### src/common/rpsc_pkg.sv
// Package with the constants and types of the RF port switch control block.
// Contract
// - Single-port receive: RX switch on, shared amp off.
// - Single-port transmit: RX switch off, shared amp on.
// - Single-port bias: high on transmit, low receive.
// - Dual-port: shared amp off, RX switch for receive.
// - Dual-port: dedicated amp on only for transmit.
// - Dual-port: receive pins are never driven.
// - Dual-port bias follows transmit or receive state.
// - Bit 12 selects single port, reset dual.
// - Bit 14 enables bias output, else tri-stated.
// - Bit 13 inverts bias sense, reset zero.
// - Invert acts only in enabled dual-port mode.
package rpsc_pkg;

    // AXI4-Lite geometry.
    localparam int AXI_AW = 8;
    localparam int AXI_DW = 32;
    localparam int ADDR_LSB = 2;
    localparam int WORD_W = AXI_AW - ADDR_LSB;
    localparam int STRB_W = AXI_DW / 8;

    // Register indices; the byte address is four times the index.
    localparam logic [WORD_W-1:0] CFG_IDX = 6'h07;
    localparam logic [WORD_W-1:0] STAT_IDX = 6'h08;

    // Front-end configuration register.
    localparam int CFG_W = 16;
    localparam logic [CFG_W-1:0] CFG_RST = 16'h0000;
    localparam int BIT_SEL = 12;
    localparam int BIT_INV = 13;
    localparam int BIT_EN = 14;

    // Status register fields.
    localparam int ST_W = 10;
    localparam int ST_MODE = 0;
    localparam int ST_RXSW = 3;
    localparam int ST_AMPS = 4;
    localparam int ST_AMPD = 5;
    localparam int ST_BLVL = 6;
    localparam int ST_BOE = 7;
    localparam int ST_DRV = 8;
    localparam int ST_GRD = 9;

    // Response codes.
    localparam logic [1:0] RESP_OKAY = 2'h0;
    localparam logic [1:0] RESP_SLVERR = 2'h2;

    // Radio state as presented by the modem sequencer.
    typedef enum logic [2:0] {
        RPSC_IDLE,
        RPSC_RX,
        RPSC_TX,
        RPSC_DOZE,
        RPSC_HIB,
        RPSC_OFF
    } rpsc_radio_t;

endpackage

### src/common/rpsc_path_if.sv
// Interface that carries configuration and decoded path controls.
`timescale 1ns/1ps
interface rpsc_path_if;
    import rpsc_pkg::*;
    rpsc_radio_t state;
    logic single_port;
    logic bias_en;
    logic bias_inv;
    logic rx_sw;
    logic amp_shared;
    logic amp_ded;
    logic pins_drive;
    logic bias_lvl;
    logic bias_drive;

    modport ctrl (
        output state, single_port, bias_en, bias_inv,
        input rx_sw, amp_shared, amp_ded, pins_drive, bias_lvl, bias_drive
    );
    modport dec (
        input state, single_port, bias_en, bias_inv,
        output rx_sw, amp_shared, amp_ded, pins_drive, bias_lvl, bias_drive
    );
endinterface

### src/rpsc_path_decode.sv
// Decoder from radio state and configuration to front-end controls.
`timescale 1ns/1ps
module rpsc_path_decode
    import rpsc_pkg::*;
(
    rpsc_path_if.dec p
);

    wire is_rx = (p.state == RPSC_RX);
    wire is_tx = (p.state == RPSC_TX);
    wire is_low = (p.state == RPSC_IDLE) || (p.state == RPSC_DOZE) ||
        (p.state == RPSC_HIB);
    wire is_off = ~(is_rx | is_tx | is_low);

    // Receive uses the LNA path in both modes.
    assign p.rx_sw = is_rx;
    assign p.amp_shared = is_tx & p.single_port;
    assign p.amp_ded = is_tx & ~p.single_port;
    // Only the shared amplifier ever drives the shared pin pair.
    assign p.pins_drive = is_tx & p.single_port;

    // The invert bit is forced out of effect in single-port mode.
    wire bias_pol = p.single_port ? 1'b0 : p.bias_inv;
    assign p.bias_lvl = (is_tx | is_rx) & (is_tx ^ bias_pol);
    // Low-power states still drive low; power-off releases the pin.
    assign p.bias_drive = p.bias_en & ~is_off;

endmodule

### src/rpsc_top.sv
// Top of the RF port switch control block with its AXI4-Lite slave.
`timescale 1ns/1ps
module rpsc_top
    import rpsc_pkg::*;
(
    // Clock and reset
    input wire logic aclk,
    input wire logic aresetn,
    // AXI4-Lite write address
    input wire logic [AXI_AW-1:0] awaddr,
    input wire logic [2:0] awprot,
    input wire logic awvalid,
    output logic awready,
    // AXI4-Lite write data
    input wire logic [AXI_DW-1:0] wdata,
    input wire logic [STRB_W-1:0] wstrb,
    input wire logic wvalid,
    output logic wready,
    // AXI4-Lite write response
    output logic [1:0] bresp,
    output logic bvalid,
    input wire logic bready,
    // AXI4-Lite read address
    input wire logic [AXI_AW-1:0] araddr,
    input wire logic [2:0] arprot,
    input wire logic arvalid,
    output logic arready,
    // AXI4-Lite read data
    output logic [AXI_DW-1:0] rdata,
    output logic [1:0] rresp,
    output logic rvalid,
    input wire logic rready,
    // Radio state from the modem sequencer
    input wire logic [2:0] radio_state,
    // Front-end controls
    output logic rx_switch_en,
    output logic shared_path_amp_en,
    output logic dedicated_path_amp_en,
    output logic rf_pins_drive_en,
    output logic switched_bias_out_o,
    output logic switched_bias_out_oe
);

    rpsc_path_if p ();

    rpsc_path_decode u_dec (
        .p(p)
    );

    // Register file state.
    logic [CFG_W-1:0] cfg_r;
    logic sel_q_r;
    rpsc_radio_t mode_r;
    logic guard_r;

    // Write channel state.
    logic awready_r;
    logic wready_r;
    logic aw_held_r;
    logic w_held_r;
    logic [WORD_W-1:0] aw_word_r;
    logic [AXI_DW-1:0] wdata_r;
    logic [STRB_W-1:0] wstrb_r;
    logic bvalid_r;
    logic [1:0] bresp_r;

    // Read channel state.
    logic arready_r;
    logic rvalid_r;
    logic [1:0] rresp_r;
    logic [AXI_DW-1:0] rdata_r;

    // Front-end output flops.
    logic rx_sw_r;
    logic amp_s_r;
    logic amp_d_r;
    logic drv_r;
    logic bias_r;
    logic bias_oe_r;

    // Write decode.
    wire aw_take = awvalid & awready_r;
    wire w_take = wvalid & wready_r;
    wire wr_fire = aw_held_r & w_held_r & ~bvalid_r;
    wire wr_cfg_hit = (aw_word_r == CFG_IDX);
    wire wr_stat_hit = (aw_word_r == STAT_IDX);
    wire wr_cfg = wr_fire & wr_cfg_hit;
    wire [1:0] wr_resp = (wr_cfg_hit | wr_stat_hit) ? RESP_OKAY : RESP_SLVERR;
    wire b_done = bvalid_r & bready;

    // Read decode.
    wire ar_take = arvalid & arready_r;
    wire r_done = rvalid_r & rready;
    wire [WORD_W-1:0] ar_word = araddr[AXI_AW-1:ADDR_LSB];
    wire rd_cfg_hit = (ar_word == CFG_IDX);
    wire rd_stat_hit = (ar_word == STAT_IDX);
    wire [ST_W-1:0] status_w;
    wire [AXI_DW-1:0] rd_val;
    wire [1:0] rd_resp = (rd_cfg_hit | rd_stat_hit) ? RESP_OKAY : RESP_SLVERR;

    assign status_w[ST_MODE+:3] = mode_r;
    assign status_w[ST_RXSW] = rx_sw_r;
    assign status_w[ST_AMPS] = amp_s_r;
    assign status_w[ST_AMPD] = amp_d_r;
    assign status_w[ST_BLVL] = bias_r;
    assign status_w[ST_BOE] = bias_oe_r;
    assign status_w[ST_DRV] = drv_r;
    assign status_w[ST_GRD] = guard_r;

    assign rd_val = rd_cfg_hit ? {{(AXI_DW-CFG_W){1'b0}}, cfg_r} :
        rd_stat_hit ? {{(AXI_DW-ST_W){1'b0}}, status_w} :
        {AXI_DW{1'b0}};

    // Address and data are caught separately, so either may come first.
    always_ff @(posedge aclk) begin
        if (!aresetn) begin
            awready_r <= 1'b1;
            aw_held_r <= 1'b0;
            aw_word_r <= '0;
        end else if (aw_take) begin
            awready_r <= 1'b0;
            aw_held_r <= 1'b1;
            aw_word_r <= awaddr[AXI_AW-1:ADDR_LSB];
        end else if (b_done) begin
            awready_r <= 1'b1;
            aw_held_r <= 1'b0;
        end
    end

    always_ff @(posedge aclk) begin
        if (!aresetn) begin
            wready_r <= 1'b1;
            w_held_r <= 1'b0;
            wdata_r <= '0;
            wstrb_r <= '0;
        end else if (w_take) begin
            wready_r <= 1'b0;
            w_held_r <= 1'b1;
            wdata_r <= wdata;
            wstrb_r <= wstrb;
        end else if (b_done) begin
            wready_r <= 1'b1;
            w_held_r <= 1'b0;
        end
    end

    always_ff @(posedge aclk) begin
        if (!aresetn) begin
            bvalid_r <= 1'b0;
            bresp_r <= RESP_OKAY;
        end else if (wr_fire) begin
            bvalid_r <= 1'b1;
            bresp_r <= wr_resp;
        end else if (b_done) begin
            bvalid_r <= 1'b0;
        end
    end

    // Byte lanes of the configuration word; the status word ignores writes.
    for (genvar b = 0; b < CFG_W / 8; b++) begin : g_lane
        always_ff @(posedge aclk) begin
            if (!aresetn) begin
                cfg_r[b*8+:8] <= CFG_RST[b*8+:8];
            end else if (wr_cfg && wstrb_r[b]) begin
                cfg_r[b*8+:8] <= wdata_r[b*8+:8];
            end
        end
    end

    // Read answers one edge after the address is taken.
    always_ff @(posedge aclk) begin
        if (!aresetn) begin
            arready_r <= 1'b1;
            rvalid_r <= 1'b0;
            rresp_r <= RESP_OKAY;
            rdata_r <= '0;
        end else if (ar_take) begin
            arready_r <= 1'b0;
            rvalid_r <= 1'b1;
            rresp_r <= rd_resp;
            rdata_r <= rd_val;
        end else if (r_done) begin
            arready_r <= 1'b1;
            rvalid_r <= 1'b0;
        end
    end

    // Radio state comes from logic on this clock, so it is not synchronised.
    wire mode_chg = (rpsc_radio_t'(radio_state) != mode_r);
    wire sel_chg = (cfg_r[BIT_SEL] != sel_q_r);

    // A change of state or port mode gives one cycle with every path off,
    // so the switch and an amplifier are never on together in transit.
    always_ff @(posedge aclk) begin
        if (!aresetn) begin
            mode_r <= RPSC_IDLE;
            sel_q_r <= CFG_RST[BIT_SEL];
            guard_r <= 1'b0;
        end else begin
            mode_r <= rpsc_radio_t'(radio_state);
            sel_q_r <= cfg_r[BIT_SEL];
            guard_r <= mode_chg | sel_chg;
        end
    end

    assign p.state = mode_r;
    assign p.single_port = sel_q_r;
    assign p.bias_en = cfg_r[BIT_EN];
    assign p.bias_inv = cfg_r[BIT_INV];

    always_ff @(posedge aclk) begin
        if (!aresetn) begin
            rx_sw_r <= 1'b0;
            amp_s_r <= 1'b0;
            amp_d_r <= 1'b0;
            drv_r <= 1'b0;
        end else begin
            rx_sw_r <= p.rx_sw & ~guard_r;
            amp_s_r <= p.amp_shared & ~guard_r;
            amp_d_r <= p.amp_ded & ~guard_r;
            drv_r <= p.pins_drive & ~guard_r;
        end
    end

    always_ff @(posedge aclk) begin
        if (!aresetn) begin
            bias_r <= 1'b0;
            bias_oe_r <= 1'b0;
        end else begin
            bias_r <= p.bias_lvl & p.bias_drive;
            bias_oe_r <= p.bias_drive;
        end
    end

    assign awready = awready_r;
    assign wready = wready_r;
    assign bvalid = bvalid_r;
    assign bresp = bresp_r;
    assign arready = arready_r;
    assign rvalid = rvalid_r;
    assign rresp = rresp_r;
    assign rdata = rdata_r;
    assign rx_switch_en = rx_sw_r;
    assign shared_path_amp_en = amp_s_r;
    assign dedicated_path_amp_en = amp_d_r;
    assign rf_pins_drive_en = drv_r;
    assign switched_bias_out_o = bias_r;
    assign switched_bias_out_oe = bias_oe_r;

endmodule

### config.mk
export PLATFORM = sky130hd
export DESIGN_NAME = rpsc_top
export DESIGN_NICKNAME = d
export VERILOG_FILES = /design/src/common/rpsc_pkg.sv /design/src/common/rpsc_path_if.sv /design/src/rpsc_path_decode.sv /design/src/rpsc_top.sv
export SDC_FILE = /design/constraint.sdc
export NUM_CORES = 1
export LEC_CHECK = 0
export BUFFER_PORTS_ARGS = -buffer_cell sky130_fd_sc_hd__buf_4
export CAP_MARGIN = 15
export CORE_MARGIN = 10
export CORE_UTILIZATION = 49
export DETAILED_ROUTE_END_ITERATION = 16
export GPL_TIMING_DRIVEN = 0
export HOLD_SLACK_MARGIN = 0.12
export PLACE_DENSITY = 0.79
export SLEW_MARGIN = 10
export SYNTH_ARGS = -nofsm -noshare
export SYNTH_HDL_FRONTEND = slang
export SYNTH_SLANG_ARGS = --single-unit
### constraint.sdc
create_clock -name aclk -period 1.6 [get_ports aclk]
set_input_delay 0.08 -clock aclk [delete_from_list [all_inputs] [get_ports aclk]]
set_output_delay 0.08 -clock aclk [all_outputs]
set_load 0.05 [all_outputs]
==> results.py <==
metrics = {
    "die": {
        "die_w_um": 100,
        "io_pins": 115,
        "die-area_um2": 10000,
        "start_util_pct": 49.9,
        "fp.dieH_um": 100,
        "rows": 29,
        "core_um2": 6310,
    },
    "detailed_routing": {
        "drt_iter0_drc": 121,
        "ant_nets": 0,
        "vias": 2792,
        "wl_per_cell_um": 14.8,
        "vias_per_cell": 4.96,
        "wl_um": 8330,
        "drc": 0,
        "firstDrtPassIters": 4,
    },
    "synth": {
        "synth_area_leaders": "dfxtp_1 48%, nand2_1 10%, mux2i_1 5.4%, a21boi_0 5.0%, buf_4 4.5%",
        "synth.top_cell.area_share_pct": 47.6,
        "synth_ff_type": "dfxtp_1",
        "ys_types": 36,
        "syn_area_per_cell_um2": 8.98,
        "synth_cells": 351,
        "yosysTopAreaCell": "dfxtp_1",
        "ys_warn_count": 0,
        "ys_seq_area_share_pct": 47.6,
        "syn-cell-area_um2": 3150,
        "synth-seq-cells": 75,
        "synth_edf_count": 0,
        "postSynth.asyncResetShare_pct": 0,
    },
    "global_routing": {
        "grt-ovfl-total": 0,
        "antenna_found_initial": 0,
        "grt_first_pass_wirelength_um": 13400,
        "grt_pass1_vias": 2750,
        "grt_max_degree": 13,
        "track_usage_pct": 16.1,
    },
    "timing": {
        "setup_viol": 0,
        "fin_crit_ps": 1450,
        "slew_headroom_pct": 60.2,
        "drv_slew": 0,
        "tightest_slew_ps": 594,
        "fin_tns_setup_ps": 0,
        "rsz0062_at_grt": "false",
        "clock_skew_ps": 8.89,
        "hold_violations": 0,
        "fmax_mhz": 688,
        "fin_crit_sh_pct": 90.8,
        "fin_ws_ps": 147,
    },
    "critical_path": {
        "start_kind": "flop",
        "worstPathArrival_ps": 1720,
        "path_cells": "nand4b_2 > nor4_4 > buf_12 > mux2i_1",
        "end_kind": "flop",
        "max_stage_delay_ps": 360,
        "critPathKind": "reg2reg",
        "slowest_stage": "nor4_4",
        "crit_required_ps": 1870,
        "critPathMaxFanout": 8,
    },
    "clock_tree": {
        "ctsLongestPathBuffers": 2,
        "clock_sinks": 75,
        "insertion_delay_ps": 340,
        "h-tree-depth": 3,
        "cts_tree": "built",
        "cts_buffers": 9,
        "cts_root_buf": "clkbuf_8",
        "path_clk_slew_ps": 80,
    },
    "place": {
        "place_worst_setup_slack_ps": 37.1,
        "gp_congestion": 0.846,
        "hpwlAfterDp_um": 6100,
        "dp_cells": 513,
        "portBuffers": 68,
    },
    "pwr": {
        "p_leak_nw": 1.86,
        "powerDensity_nw_per_um2": 999,
        "vdd_drop_max_v": 0.000636,
    },
    "min_path": {
        "hold_class": "in2reg",
    },
    "layout": {
        "drive_above_1_share_pct": 24.1,
        "diodes": 0,
        "layout_common_cells": "87 x nand2_1, 87 x buf_4, 73 x dfxtp_1",
        "nets": 550,
        "stdcell_count": 563,
        "fill_cells": 505,
        "area_growth_pct": 40.9,
    },
    "run_status": {
        "outcome": "finished, final reports clean",
    },
    "flow_run": {
        "cap_violations": 0,
    },
}
registers in the layout (all words and copies together), names as in the netlist, 2 cells and up:
signal     flops
mode_r         3
rdata         16
cfg_r         16
wstrb_r        2
wdata_r       16
aw_word_r      6
layout make-up:
class / count / area [um2] / share of cell area (%)
buffer: 37 / 215 / 4.85
clock buffer: 10 / 128 / 2.87
clock inverter: 5 / 103 / 2.31
inverter: 4 / 42.5 / 0.958
multi-input combinational: 250 / 1450 / 32.7
sequential: 75 / 1500 / 33.9
tap: 77 / 96.3 / 2.17
timing repair buffer: 105 / 901 / 20.3
synthesized netlist by cell type (3+ instances only):
| library cell | number |
|---|---|
| nand3_1 | 16 |
| and2_1 | 6 |
| xor2_1 | 4 |
| a21oi_1 | 12 |
| a21boi_0 | 21 |
| buf_4 | 19 |
| a31oi_1 | 9 |
| nand4_1 | 6 |
| nor2_1 | 3 |
| mux2i_1 | 17 |
| dfxtp_1 | 75 |
| o21ai_0 | 14 |
| nand2b_1 | 5 |
| nand2_1 | 87 |
| clkbuf_1 | 18 |
| a21boi_1 | 12 |
per-layer routing:
layer / GRT usage (%) / vias up / routed length [um] / part of all wire, %
li1: - / 1421 / - / -
met1: 19.5 / 1278 / 3640 / 44
met2: 26.3 / 82 / 4020 / 48
met3: 4.26 / 11 / 556 / 6.7
met4: 6.96 / 0 / 117 / 1.4
met5: 0 / - / 0 / 0
through the flow:
step / power, mW / area, um2 / hold WS, ps / utilization (%)
2_1_floorplan: 2.49 / 3220 / 202 / -
3_3_place_gp: 2.68 / 3820 / 299 / 60.6
3_5_place_dp: 2.70 / 3820 / 304 / 60.6
4_1_cts: 4.45 / 4410 / 170 / 69.8
5_1_grt: 4.58 / 4440 / 205 / 70.3
6_report: 4.44 / 4440 / 177 / 70.3
critical path: cells and delay by family, from the launching register on:
family / cells / cell delay (ps)
buffers and inverters: 1 / 180
flip-flops: 1 / 320
multiplexers: 1 / 210
AND/OR/NAND/NOR: 2 / 680
cells by family after synthesis:
logic type / synth area share (%)
buf+inv: 8.34
mux: 5.40
other cells: 0.119
xor+xnor: 1.11
compound gates: 14.9
flops: 47.6
simple gates: 22.5
power by group:
group / switching [mW] / internal (mW) / total, mW
Combinational: 0.428 / 0.293 / 0.721
Clock: 0.685 / 1.03 / 1.71
Sequential: 0.0596 / 1.95 / 2.01
Total: 1.17 / 3.26 / 4.44
path summary, 6_finish.rpt:
kind,startpoint,to,slack (ps),cells after the start
worst max-delay path,aw_word_r[3],cfg_r[0],150,4
worst min-delay path,araddr[6],rdata[13],180,4
worst max register to register,aw_word_r[3],cfg_r[0],150,4
worst min register to register,wdata_r[6],wdata_r[6],460,2
repair_timing:
action                                 CTS  global route
hold buffers                            35             0
setup buffers                            0             2
endpoints found under the hold margin   33             0
setup endpoints to repair                0            39
gates resized for setup                  0             4
(Power assumes the default switching activity.)
